==> config.mk <==
export PLATFORM = sky130hd
export DESIGN_NAME = mpgb_bank
export DESIGN_NICKNAME = d
export VERILOG_FILES = /design/src/logic/mpgb_pkg.sv /design/src/logic/mpgb_sync.sv /design/src/logic/mpgb_port_regs.sv /design/src/logic/mpgb_bank.sv
export VERILOG_INCLUDE_DIRS = /design/src /design/src/logic
export SDC_FILE = /design/constraint.sdc
export NUM_CORES = 1
export LEC_CHECK = 0
export BUFFER_PORTS_ARGS = -buffer_cell sky130_fd_sc_hd__clkbuf_2
export CORE_AREA = 8 8 307 235
export DETAILED_ROUTE_END_ITERATION = 10
export DIE_AREA = 0 0 315 243
export GPL_ROUTABILITY_DRIVEN = 0
export PLACE_DENSITY = 0.52
export RECOVER_POWER = 100
export SYNTH_ARGS = -nofsm -noshare
export SYNTH_HDL_FRONTEND = slang
export SYNTH_HIERARCHICAL = 1
export SYNTH_SLANG_ARGS = --single-unit
==> constraint.sdc <==
create_clock -name clock -period 38.2 [get_ports clock]
set_input_delay 1.91 -clock clock [delete_from_list [all_inputs] [get_ports clock]]
set_output_delay 1.91 -clock clock [all_outputs]
set_load 0.05 [all_outputs]
==> src/logic/mpgb_consts.svh <==
// constants for the multi-port gpio bank
`ifndef MPGB_CONSTS_SVH
`define MPGB_CONSTS_SVH

// port numbering
`define MPGB_NPORTS 6
`define MPGB_PORT_FIRST 4'h3
`define MPGB_PORT_LAST 4'h8
`define MPGB_PORT_INPUT_ONLY 4'h1
`define MPGB_IDX_P3 3'h0
`define MPGB_IDX_P4 3'h1
`define MPGB_IDX_P5 3'h2
`define MPGB_IDX_P6 3'h3

// reset values
`define MPGB_DIR_RESET 8'hFF
`define MPGB_LATCH_RESET 8'h00
`define MPGB_PU_RESET 8'h00
`define MPGB_SYNC_IDLE 8'hFF

// implemented pins per port
`define MPGB_MASK_P3 8'h7F
`define MPGB_MASK_P4 8'hFF
`define MPGB_MASK_P5 8'hFF
`define MPGB_MASK_P6 8'hF0
`define MPGB_MASK_P7 8'h3F
`define MPGB_MASK_P8 8'h01

// pins with a software pull-up
`define MPGB_PU_MASK_P3 8'h70

// port 3 alternate and led pins
`define MPGB_ALT_MASK_P3 8'h7C
`define MPGB_LED_MASK_P3 8'h0F

// port 6 expansion pin positions
`define MPGB_P6_RD_BIT 3
`define MPGB_P6_RD 4
`define MPGB_P6_WR 5
`define MPGB_P6_WAIT 6
`define MPGB_P6_ASTB 7
`define MPGB_P6_CTRL_MASK 8'hB0

`endif

==> src/logic/mpgb_pkg.sv <==
// types for the multi-port gpio bank
package mpgb_pkg;

   typedef enum logic [1:0] {
      MPGB_RD_PORT,
      MPGB_RD_DIR,
      MPGB_RD_PULLUP,
      MPGB_RD_NONE
   } mpgb_rd_kind_t;

   typedef struct packed {
      logic [3:0] port_sel;
      logic bit_mode;
      logic [2:0] bit_idx;
      logic [7:0] data;
   } mpgb_wr_t;

   typedef struct packed {
      logic [7:0] out;
      logic [7:0] oe;
      logic [7:0] pull;
   } mpgb_pins_t;

   typedef struct packed {
      logic [7:0] ad_out;
      logic ad_oe;
      logic [7:0] addr_hi;
      logic rd_n;
      logic wr_n;
      logic astb;
   } mpgb_exp_t;

endpackage

==> src/logic/mpgb_sync.sv <==
// three-stage input synchroniser with agreement filter
`timescale 1ns/10ps
`default_nettype none
`include "mpgb_consts.svh"
module mpgb_sync import mpgb_pkg::*; #(
   parameter int WIDTH = 8,
   parameter logic [WIDTH-1:0] IDLE = '1
) (
   // clock and reset
   input wire logic clock,
   input wire logic reset_n,
   // pins
   input wire logic [WIDTH-1:0] raw,
   output logic [WIDTH-1:0] stable
);

   logic [WIDTH-1:0] stage1;
   logic [WIDTH-1:0] stage2;
   logic [WIDTH-1:0] stage3;

   always_ff @(posedge clock or negedge reset_n) begin
      if (!reset_n) begin
         stage1 <= IDLE;
         stage2 <= IDLE;
         stage3 <= IDLE;
      end else begin
         stage1 <= raw;
         stage2 <= stage1;
         stage3 <= stage2;
      end
   end

   // a bit changes once stages two and three agree
   genvar b;
   generate
      for (b = 0; b < WIDTH; b++) begin : g_bit
         always_ff @(posedge clock or negedge reset_n) begin
            if (!reset_n) begin
               stable[b] <= IDLE[b];
            end else if (stage2[b] == stage3[b]) begin
               stable[b] <= stage3[b];
            end
         end
      end
   endgenerate

endmodule
`default_nettype wire

==> src/logic/mpgb_port_regs.sv <==
// direction, latch and pull-up registers of one port
`timescale 1ns/10ps
`default_nettype none
`include "mpgb_consts.svh"
module mpgb_port_regs import mpgb_pkg::*; #(
   parameter logic [7:0] IMPL_MASK = 8'hFF,
   parameter logic [7:0] PU_MASK = 8'hFF
) (
   // clock and reset
   input wire logic clock,
   input wire logic reset_n,
   // cpu write side
   input wire logic sel,
   input wire logic latch_write_strobe,
   input wire logic dir_write_strobe,
   input wire logic pullup_write_strobe,
   input wire mpgb_wr_t wr,
   // register contents
   output logic [7:0] dir,
   output logic [7:0] latch,
   output logic [7:0] pull_en
);

   logic bit_ok;
   logic pu_bit_ok;

   assign bit_ok = IMPL_MASK[wr.bit_idx];
   assign pu_bit_ok = PU_MASK[wr.bit_idx];

   // direction register
   always_ff @(posedge clock or negedge reset_n) begin
      if (!reset_n) begin
         dir <= `MPGB_DIR_RESET;
      end else if (sel && dir_write_strobe) begin
         if (wr.bit_mode) begin
            if (bit_ok) begin
               dir[wr.bit_idx] <= wr.data[0];
            end
         end else begin
            dir <= wr.data | ~IMPL_MASK;
         end
      end
   end

   // output latch
   always_ff @(posedge clock or negedge reset_n) begin
      if (!reset_n) begin
         latch <= `MPGB_LATCH_RESET;
      end else if (sel && latch_write_strobe) begin
         if (wr.bit_mode) begin
            if (bit_ok) begin
               latch[wr.bit_idx] <= wr.data[0];
            end
         end else begin
            latch <= wr.data & IMPL_MASK;
         end
      end
   end

   // pull-up enables
   always_ff @(posedge clock or negedge reset_n) begin
      if (!reset_n) begin
         pull_en <= `MPGB_PU_RESET;
      end else if (sel && pullup_write_strobe) begin
         if (wr.bit_mode) begin
            if (pu_bit_ok) begin
               pull_en[wr.bit_idx] <= wr.data[0];
            end
         end else begin
            pull_en <= wr.data & PU_MASK;
         end
      end
   end
endmodule
`default_nettype wire

==> src/logic/mpgb_bank.sv <==
// multi-port gpio bank, ports 3 to 8 with port 1 input path
//
// Behaviour
// - reset sets every direction register to all ones, pins in input mode
// - each direction register writes by single bit or whole byte
// - port 4 has eight pins with latch, direction and pull-up
// - port 5 has eight pins, becomes upper address bus in expansion
// - port 6 bits 4, 5 and 7 carry memory control outputs in expansion, bit 6 is the wait input
// - port 7 has six pins shared with timer, clock and buzzer outputs
// - port 8 has one pin shared with serial chip-select input
// - port 4 is multiplexed address and data bus in expansion
// - falling edge on any port 4 pin sets key-return flag
// - enabled pull-up on ports 4 to 6 stays on during expansion
// - wait pin of port 6 stays plain port when wait unused
// - port 3 bits 2 and 3 never get a pull-up
// - port 3 bits 2 to 6 serial alternates, bits 0 to 3 drive leds
// - pin level change in output mode still reaches the edge detector
// - port 1 is input only, no direction or latch
// - direction bit 0 drives the pin, 1 leaves it input
`timescale 1ns/10ps
`default_nettype none
`include "mpgb_consts.svh"
module mpgb_bank import mpgb_pkg::*; (
   // clock and reset
   input wire logic clock,
   input wire logic reset_n,
   // cpu write side
   input wire mpgb_wr_t wr,
   input wire logic latch_write_strobe,
   input wire logic dir_write_strobe,
   input wire logic pullup_write_strobe,
   // cpu read side
   input wire logic [3:0] read_sel,
   input wire mpgb_rd_kind_t read_kind,
   output logic [7:0] read_data,
   // key-return flag
   input wire logic key_return_clear,
   output logic key_return_irq_flag,
   // expansion mode controls
   input wire logic exp_ad_en,
   input wire logic exp_addr_en,
   input wire logic exp_ctrl_en,
   input wire logic exp_wait_en,
   input wire mpgb_exp_t exp_bus,
   output logic [7:0] exp_ad_in,
   output logic exp_wait_level,
   // alternate function outputs and input levels, index 0 is port 3
   input wire logic [5:0][7:0] alt_en,
   input wire logic [5:0][7:0] alt_out,
   output logic [5:0][7:0] alt_in,
   // pins, index 0 is port 3
   input wire logic [5:0][7:0] pin_in,
   input wire logic [7:0] port1_in,
   output mpgb_pins_t [5:0] pin_drive
);

   localparam logic [5:0][7:0] IMPL = {`MPGB_MASK_P8, `MPGB_MASK_P7, `MPGB_MASK_P6,
                                       `MPGB_MASK_P5, `MPGB_MASK_P4, `MPGB_MASK_P3};
   localparam logic [5:0][7:0] PU_IMPL = {`MPGB_MASK_P8, `MPGB_MASK_P7, `MPGB_MASK_P6,
                                          `MPGB_MASK_P5, `MPGB_MASK_P4, `MPGB_PU_MASK_P3};

   logic rst_meta;
   logic rst_n;
   logic [5:0][7:0] dir;
   logic [5:0][7:0] latch;
   logic [5:0][7:0] pull_en;
   logic [5:0][7:0] level;
   logic [7:0] port1_level;
   logic [7:0] p4_prev;
   logic key_fall;
   logic [5:0][7:0] exp_take;
   mpgb_pins_t [5:0] next_pin_drive;
   logic [7:0] next_read_data;

   // reset release through two flops
   always_ff @(posedge clock or negedge reset_n) begin
      if (!reset_n) begin
         rst_meta <= 1'b0;
         rst_n <= 1'b0;
      end else begin
         rst_meta <= 1'b1;
         rst_n <= rst_meta;
      end
   end

   // pin synchronisers
   mpgb_sync #(
      .WIDTH(56),
      .IDLE({7{`MPGB_SYNC_IDLE}})
   ) u_sync (
      .clock(clock),
      .reset_n(rst_n),
      .raw({port1_in, pin_in}),
      .stable({port1_level, level})
   );

   // per-port registers
   genvar i;
   generate
      for (i = 0; i < `MPGB_NPORTS; i++) begin : g_port
         mpgb_port_regs #(
            .IMPL_MASK(IMPL[i]),
            .PU_MASK(PU_IMPL[i])
         ) u_regs (
            .clock(clock),
            .reset_n(rst_n),
            .sel(wr.port_sel == (`MPGB_PORT_FIRST + 4'(i))),
            .latch_write_strobe(latch_write_strobe),
            .dir_write_strobe(dir_write_strobe),
            .pullup_write_strobe(pullup_write_strobe),
            .wr(wr),
            .dir(dir[i]),
            .latch(latch[i]),
            .pull_en(pull_en[i])
         );
      end
   endgenerate

   // pins taken over by expansion mode
   always_comb begin
      exp_take = '0;
      exp_take[`MPGB_IDX_P4] = {8{exp_ad_en}};
      exp_take[`MPGB_IDX_P5] = {8{exp_addr_en}};
      exp_take[`MPGB_IDX_P6] = {8{exp_ctrl_en}} & `MPGB_P6_CTRL_MASK;
      exp_take[`MPGB_IDX_P6][`MPGB_P6_WAIT] = exp_wait_en;
   end

   // pin drive selection
   always_comb begin
      for (int p = 0; p < `MPGB_NPORTS; p++) begin
         next_pin_drive[p].oe = ~dir[p] & IMPL[p];
         next_pin_drive[p].out = ((alt_en[p] & alt_out[p]) | (~alt_en[p] & latch[p])) & IMPL[p];
         next_pin_drive[p].pull = pull_en[p] & PU_IMPL[p] & (dir[p] | exp_take[p]);
      end
      next_pin_drive[`MPGB_IDX_P3].out = ((alt_en[0] & alt_out[0] & `MPGB_ALT_MASK_P3)
                                         | (~(alt_en[0] & `MPGB_ALT_MASK_P3) & latch[0]))
                                         & `MPGB_MASK_P3;
      if (exp_ad_en) begin
         next_pin_drive[`MPGB_IDX_P4].out = exp_bus.ad_out;
         next_pin_drive[`MPGB_IDX_P4].oe = {8{exp_bus.ad_oe}};
      end
      if (exp_addr_en) begin
         next_pin_drive[`MPGB_IDX_P5].out = exp_bus.addr_hi;
         next_pin_drive[`MPGB_IDX_P5].oe = 8'hFF;
      end
      if (exp_ctrl_en) begin
         next_pin_drive[`MPGB_IDX_P6].out[`MPGB_P6_RD] = exp_bus.rd_n;
         next_pin_drive[`MPGB_IDX_P6].out[`MPGB_P6_WR] = exp_bus.wr_n;
         next_pin_drive[`MPGB_IDX_P6].out[`MPGB_P6_ASTB] = exp_bus.astb;
         next_pin_drive[`MPGB_IDX_P6].oe[`MPGB_P6_RD] = 1'b1;
         next_pin_drive[`MPGB_IDX_P6].oe[`MPGB_P6_WR] = 1'b1;
         next_pin_drive[`MPGB_IDX_P6].oe[`MPGB_P6_ASTB] = 1'b1;
      end
      if (exp_wait_en) begin
         next_pin_drive[`MPGB_IDX_P6].oe[`MPGB_P6_WAIT] = 1'b0;
      end
   end

   always_ff @(posedge clock or negedge rst_n) begin
      if (!rst_n) begin
         pin_drive <= '0;
      end else begin
         pin_drive <= next_pin_drive;
      end
   end

   // levels toward expansion controller and alternate functions
   always_ff @(posedge clock or negedge rst_n) begin
      if (!rst_n) begin
         exp_ad_in <= `MPGB_SYNC_IDLE;
         exp_wait_level <= 1'b1;
         alt_in <= '1;
      end else begin
         exp_ad_in <= level[`MPGB_IDX_P4];
         exp_wait_level <= level[`MPGB_IDX_P6][`MPGB_P6_WAIT];
         alt_in <= level & IMPL;
      end
   end

   // key-return falling edge detector, pin level seen in any direction
   assign key_fall = |(p4_prev & ~level[`MPGB_IDX_P4]);

   always_ff @(posedge clock or negedge rst_n) begin
      if (!rst_n) begin
         p4_prev <= `MPGB_SYNC_IDLE;
      end else begin
         p4_prev <= level[`MPGB_IDX_P4];
      end
   end

   // set wins over clear
   always_ff @(posedge clock or negedge rst_n) begin
      if (!rst_n) begin
         key_return_irq_flag <= 1'b0;
      end else if (key_fall) begin
         key_return_irq_flag <= 1'b1;
      end else if (key_return_clear) begin
         key_return_irq_flag <= 1'b0;
      end
   end

   // read decode
   always_comb begin
      next_read_data = 8'h00;
      if (read_sel == `MPGB_PORT_INPUT_ONLY) begin
         if (read_kind == MPGB_RD_PORT) begin
            next_read_data = port1_level;
         end
      end else if (read_sel >= `MPGB_PORT_FIRST && read_sel <= `MPGB_PORT_LAST) begin
         for (int p = 0; p < `MPGB_NPORTS; p++) begin
            if (read_sel == (`MPGB_PORT_FIRST + 4'(p))) begin
               if (read_kind == MPGB_RD_PORT) begin
                  next_read_data = ((dir[p] & level[p]) | (~dir[p] & latch[p])) & IMPL[p];
               end else if (read_kind == MPGB_RD_DIR) begin
                  next_read_data = dir[p];
               end else if (read_kind == MPGB_RD_PULLUP) begin
                  next_read_data = pull_en[p];
               end
            end
         end
      end
   end

   always_ff @(posedge clock or negedge rst_n) begin
      if (!rst_n) begin
         read_data <= 8'h00;
      end else begin
         read_data <= next_read_data;
      end
   end
endmodule
`default_nettype wire

; ---- Word level (Yosys, flattened, before mapping)
; Memory sizes are Yosys's and may differ from the RTL's.
; Index checks and enable logic that the tools add are counted.
[op_classes]
n_reduce_logical = 41
magnitude_cmp = 4
n_eq_ne = 67
muxes = 102
bitwise = 59
[op_table]
columns = op, count
row1 = 2-to-1 mux 8 bit, 67
row2 = bitwise mux 8 bit, 18
row3 = AND 8 bit, 16
row4 = OR 8 bit, 9
row5 = NOT 8 bit, 7
row6 = == test 1 bit, 46
row7 = AND reduction 2 bit, 18
row8 = == test 4 x 3 -> 1 bit (second input constant), 8
row9 = 2-to-1 mux 16 bit, 2
row10 = AND 7 bit, 4
row11 = AND 6 bit, 4
row12 = logical AND 1 bit, 20
row13 = NOT 7 bit, 2
row14 = OR 7 bit, 2
row15 = 2-to-1 mux 1 bit, 12
row16 = inequality test 2 x 1 -> 1 bit (second input constant), 6
row17 = NOT 6 bit, 2
row18 = OR 6 bit, 2
row19 = AND 1 x 8 -> 8 bit, 1
row20 = AND 6 x 8 -> 8 bit, 1
row21 = AND 7 x 8 -> 8 bit, 1
row22 = == test 4 x 2 -> 1 bit (second input constant), 2
row23 = == test 4 bit (second input constant), 2
row24 = OR reduction 8 bit, 1
row25 = other kinds (14), 20
[word_totals]
memories = 6
output_inout_bits = 210
elab_cells = 375
inputBits = 204
regBits = 534
mem_bits_ro = 48
[mem_list]
columns = name, words, width, read_ports, rd_clocked_by_memory_dff, wr, line_no
row1 = (no name shown), 8, 1, 1, 0, 0, mpgb_port_regs.sv:27  ; assign bit_ok = IMPL_MASK[wr.bit_idx];
row2 = (no name shown), 8, 1, 1, 0, 0, mpgb_port_regs.sv:27
row3 = (no name shown), 8, 1, 1, 0, 0, mpgb_port_regs.sv:27
row4 = (no name shown), 8, 1, 1, 0, 0, mpgb_port_regs.sv:28  ; assign pu_bit_ok = PU_MASK[wr.bit_idx];
row5 = (no name shown), 8, 1, 1, 0, 0, mpgb_port_regs.sv:27
row6 = (no name shown), 8, 1, 1, 0, 0, mpgb_port_regs.sv:27

; ---- Longest topological paths before layout
[depth]
depth_word = 31
depth_mapped = 8
depth_no_buf = 5

; ---- Hierarchy
; Netlist, hierarchy kept.
[modules_own_cells]
columns = mod, seq_area_each_um2, cells_each, n_inst, area_per_inst_um2
row1 = mpgb_bank, 3647.2, 674, 1, 7060.5
row2 = mpgb_sync, 5885.6, 280, 1, 6516.2
row3 = mpgb_port_regs (g_port[1].u_regs ...), 610.6, 123, 2, 1290.0
row4 = mpgb_port_regs (g_port[4].u_regs), 610.6, 99, 1, 1290.0
row5 = mpgb_port_regs (g_port[0].u_regs), 610.6, 101, 1, 1222.4
row6 = mpgb_port_regs (g_port[3].u_regs), 610.6, 85, 1, 1116.1
row7 = mpgb_port_regs (g_port[5].u_regs), 610.6, 59, 1, 825.8

; ---- Least setup slack after synthesis
; Ideal clock, no wire load.
[synth_path]
path_kind = input to register
start = input read_kind[0]
end = register read_data[6]
arrival_ps = 3088
cell_stages = 7
n_path_buf = 2
setup_time_ps = 131
t_required_ps = 38069
path_slack_ps = 34981
path_cell_list = buf_2 > buf_2 > o21ai_1 > o21ai_0 > a221oi_1 > a211oi_1 > or3_1
[synth_via]
elab_chain_cells = 31
word_cells_on_any_way = 34
classes_between = 2 x eq/ne / 31 x mux / 1 x reduce/logical
[synth_rtl]
columns = element, line_no
row1 = from (decl), mpgb_bank.sv:34  ; input wire mpgb_rd_kind_t read_kind,
row2 = == test 2 bit, mpgb_bank.sv:216  ; end else if (read_kind == MPGB_RD_PULLUP) begin
row3 = 2-to-1 mux 8 bit, mpgb_bank.sv:216
row4 = 2-to-1 mux 8 bit, mpgb_bank.sv:214  ; end else if (read_kind == MPGB_RD_DIR) begin
row5 = 2-to-1 mux 8 bit, mpgb_bank.sv:212  ; if (read_kind == MPGB_RD_PORT) begin
row6 = 2-to-1 mux 8 bit, mpgb_bank.sv:211  ; if (read_sel == (`MPGB_PORT_FIRST + 4'(p))) begin
row7 = 2-to-1 mux 8 bit, mpgb_bank.sv:209  ; end else if (read_sel >= `MPGB_PORT_FIRST && read_sel <= `MPGB_PORT_LAST) begin
row8 = 2-to-1 mux 8 bit, mpgb_bank.sv:205  ; if (read_sel == `MPGB_PORT_INPUT_ONLY) begin
row9 = 2-to-1 mux 8 bit, mpgb_bank.sv:216
row10 = (+16 left out), -
row11 = 2-to-1 mux 8 bit, mpgb_bank.sv:211
row12 = 2-to-1 mux 8 bit, mpgb_bank.sv:216
row13 = 2-to-1 mux 8 bit, mpgb_bank.sv:214
row14 = 2-to-1 mux 8 bit, mpgb_bank.sv:212
row15 = 2-to-1 mux 8 bit, mpgb_bank.sv:211
row16 = 2-to-1 mux 8 bit, mpgb_bank.sv:209
row17 = 2-to-1 mux 8 bit (*), mpgb_bank.sv:205
row18 = via next_read_data[6], mpgb_bank.sv:73  ; logic [7:0] next_read_data;
row19 = to (signal assigned), mpgb_bank.sv:228  ; read_data <= next_read_data;
row20 = to (decl), mpgb_bank.sv:35  ; output logic [7:0] read_data,
; Mark *: on every way through the listed nets, which the timed path passes. The rest lies on a longest branch. The select of a mux whose other input is x is not followed.
; A chain may end at the register's enable or synchronous reset.

==> flow_summary_export.csv <==
group,metric,value,unit
clock_network,insertion_delay,580,ps
detailed_routing,vias_per_cell,4.76,
power_and_ir_drop,p_seq_frac,0.458,
power_and_ir_drop,p_sw,0.384,mW
setup_path,critical_path_class,"reg2async",
timing,max_slew.worst_pin.slew,8600,ps
setup_path,required,36730,ps
setup_path,crit_family,"buffers and inverters",
cells_and_area,area_growth,17.8,%
power_and_ir_drop,p_total,1.26,mW
cells_and_area,nFillCells,6861,
timing,clock_skew,20.7,ps
setup_path,crit_chain,"clkbuf_1",
clock_network,hold_buffers,0,
detailed_routing,firstDrtPassIters,5,
cells_and_area,multi_input_area,0.00607,mm²
timing,period_share,0.265,
timing,fmax,0.0986,GHz
floorplanning,die_h,243,µm
floorplanning,ioPinCount,414,
setup_path,worstPathArrival,8670,ps
floorplanning,dieArea,0.0765,mm²
clock_network,htree_levels,2,
floorplanning,initial_core_util,0.275,
power_and_ir_drop,switching_share,0.306,
power_and_ir_drop,p_clk_frac,0.382,
timing,period_minus_slack,10140,ps
clock_network,clkSinkCount,442,
grt,grt_pass1_vias,13264,
power_and_ir_drop,leakage,8.76,nW
floorplanning,die_w,315,µm
grt,grt_first_pass_wirelength,86400,µm
clock_network,cts_buffers,49,
timing,postLayoutSetupSlackWorst,28060,ps
clock_network,cts_setup_buffers,0,
cells_and_area,drive_above_1_share,0.280,
cells_and_area,nets,1939,
detailed_routing,ant_nets,0,
clock_network,cts.path.max_buffers,3,
detailed_routing,drt-initial-drc-count,912,
power_and_ir_drop,ir_drop,0.0327,mV
setup_path,cp_max_fo,167,
cells_and_area,ff_latch_area,0.0114,mm²
timing,setup_viol,0,
power_and_ir_drop,comb_power_share,0.160,
setup_path,start_kind,"register",
grt,antenna_found_initial,8,
timing,rsz0062_at_grt,"false",
clock_network,clk_pin_slew,60,ps
power_and_ir_drop,p_int,0.873,mW
cells_and_area,utilization,0.324,
run_status,outcome,"finished, violations left",
clock_network,cts_resized,0,
setup_path,path_buf_inv,1,
timing,setup_tns,0,ps
floorplanning,row_count,83,
setup_path,critPathMaxStageDelay,6080,ps
hold_path,worstHoldPathType,"reg2reg",
floorplanning,core-area,0.0674,mm²
setup_path,crit_slowest_cell,"clkbuf_1",
timing,relSlewSlack,-4.73,
timing,hold_viol_final,0,
grt,grt_max_degree,168,
synthesis,syn_area_per_cell,12.8,µm²
grt,grt_usage,0.146,
place,pre_cts_slack,33410,ps
clock_network,cts_tree,"built",
clock_network,root_buffer,"clkbuf_16",
detailed_routing,drcViolationCount,0,
detailed_routing,vias,12697,
power_and_ir_drop,power_density,57.6,mW/mm²
run,drv_cap,8,
synthesis,syn_inst,1444,
grt,gr-total-overflow,0,
setup_path,end_kind,"asynchronous set/reset pin",
place,portBuffers,321,
detailed_routing,avgRoutedWirePerCell,21.6,µm
timing,slew_violations,654,
run_status,violations,"max-capacitance violations, max-slew violations",
synthesis,synth_area,0.0185,mm²
detailed_routing,wirelength,57500,µm
place,dpl.hpwl,40100,µm
synthesis,yosysWarningCount,6,
-- layer usage --
layer,track usage,up-vias,wire length [µm]
met5,0,-,82
met4,0.0321,12,1040
met3,0.0411,87,4580
met2,0.222,446,25900
met1,0.206,6493,25900
li1,-,5659,-
-- state kept, by name (all words and copies together), names as in the netlist --
name,count
read_data,8
g_port.u_regs/latch,34
p4_prev,8
pin_drive,98
u_sync/stage3,42
g_port.u_regs/dir,48
u_sync/stable,42
u_sync/stage2,42
key_return_irq_flag,1
rst_n,1
alt_in,27
g_port.u_regs/pull_en,48
rst_meta,1
u_sync/stage1,42
-- cell type report --
class,instances,area share
Timing Repair Buffer,338,0.0679
Multi-Input combinational cell,864,0.278
Sequential cell,442,0.521
Clock inverter,23,0.0108
Antenna cell,1,0.000115
Tap cell,892,0.0511
Clock buffer,67,0.0644
Inverter,40,0.00688
-- power groups by stage --
stage | clock [mW] | combinational [mW] | sequential, mW
CTS | 0.501 | 0.211 | 0.581
global route | 0.519 | 0.215 | 0.583
detailed placement | 0 | 0.210 | 0.588
floorplan | 0 | 0.0894 | 0.637
global placement | 0 | 0.207 | 0.586
finish | 0.480 | 0.201 | 0.575
-- through the flow --
stage | instance area, µm² | cells | hold slack (ps)
floorplan | 18700 | 1490 | 331
global placement | 20600 | 2576 | 340
detailed placement | 20600 | 2576 | 335
CTS | 22200 | 2666 | 345
global route | 21800 | 2666 | 355
finish | 21800 | 2667 | 346
-- layout by cell type, fill, tap and decap left out, drive strengths merged, types with 12 or more instances in the layout --
cell / n
o21ai: 69
nor3: 12
dfrtp: 191
nor2: 45
a21oi: 91
nand2: 64
inv: 43
or3b: 23
mux2: 70
nand3: 14
maj3: 42
a22oi: 12
conb: 48
o21a: 20
nor2b: 27
nand3b: 16
mux2i: 22
and2: 34
o22a: 35
a211oi: 34
o2111ai: 12
clkbuf: 394
dfstp: 251
nand2b: 35
-- final timing paths --
| path | start | to | slack [ps] | cells after the start |
|---|---|---|---|---|
| worst max-delay path | rst_n | pin_drive[18] | 28060 | 1 |
| worst min-delay path | rst_meta | rst_n | 350 | 0 |
| worst max register to register | rst_n | pin_drive[18] | 28060 | 1 |
| worst min register to register | rst_meta | rst_n | 350 | 0 |
| max in group clock | wr[11] | g_port[3].u_regs/pull_en[5] | 30070 | 5 |
| min in group asynchronous | rst_n | g_port[3].u_regs/latch[7] | 940 | 0 |
Note: power is estimated with default switching activity, not from simulation.
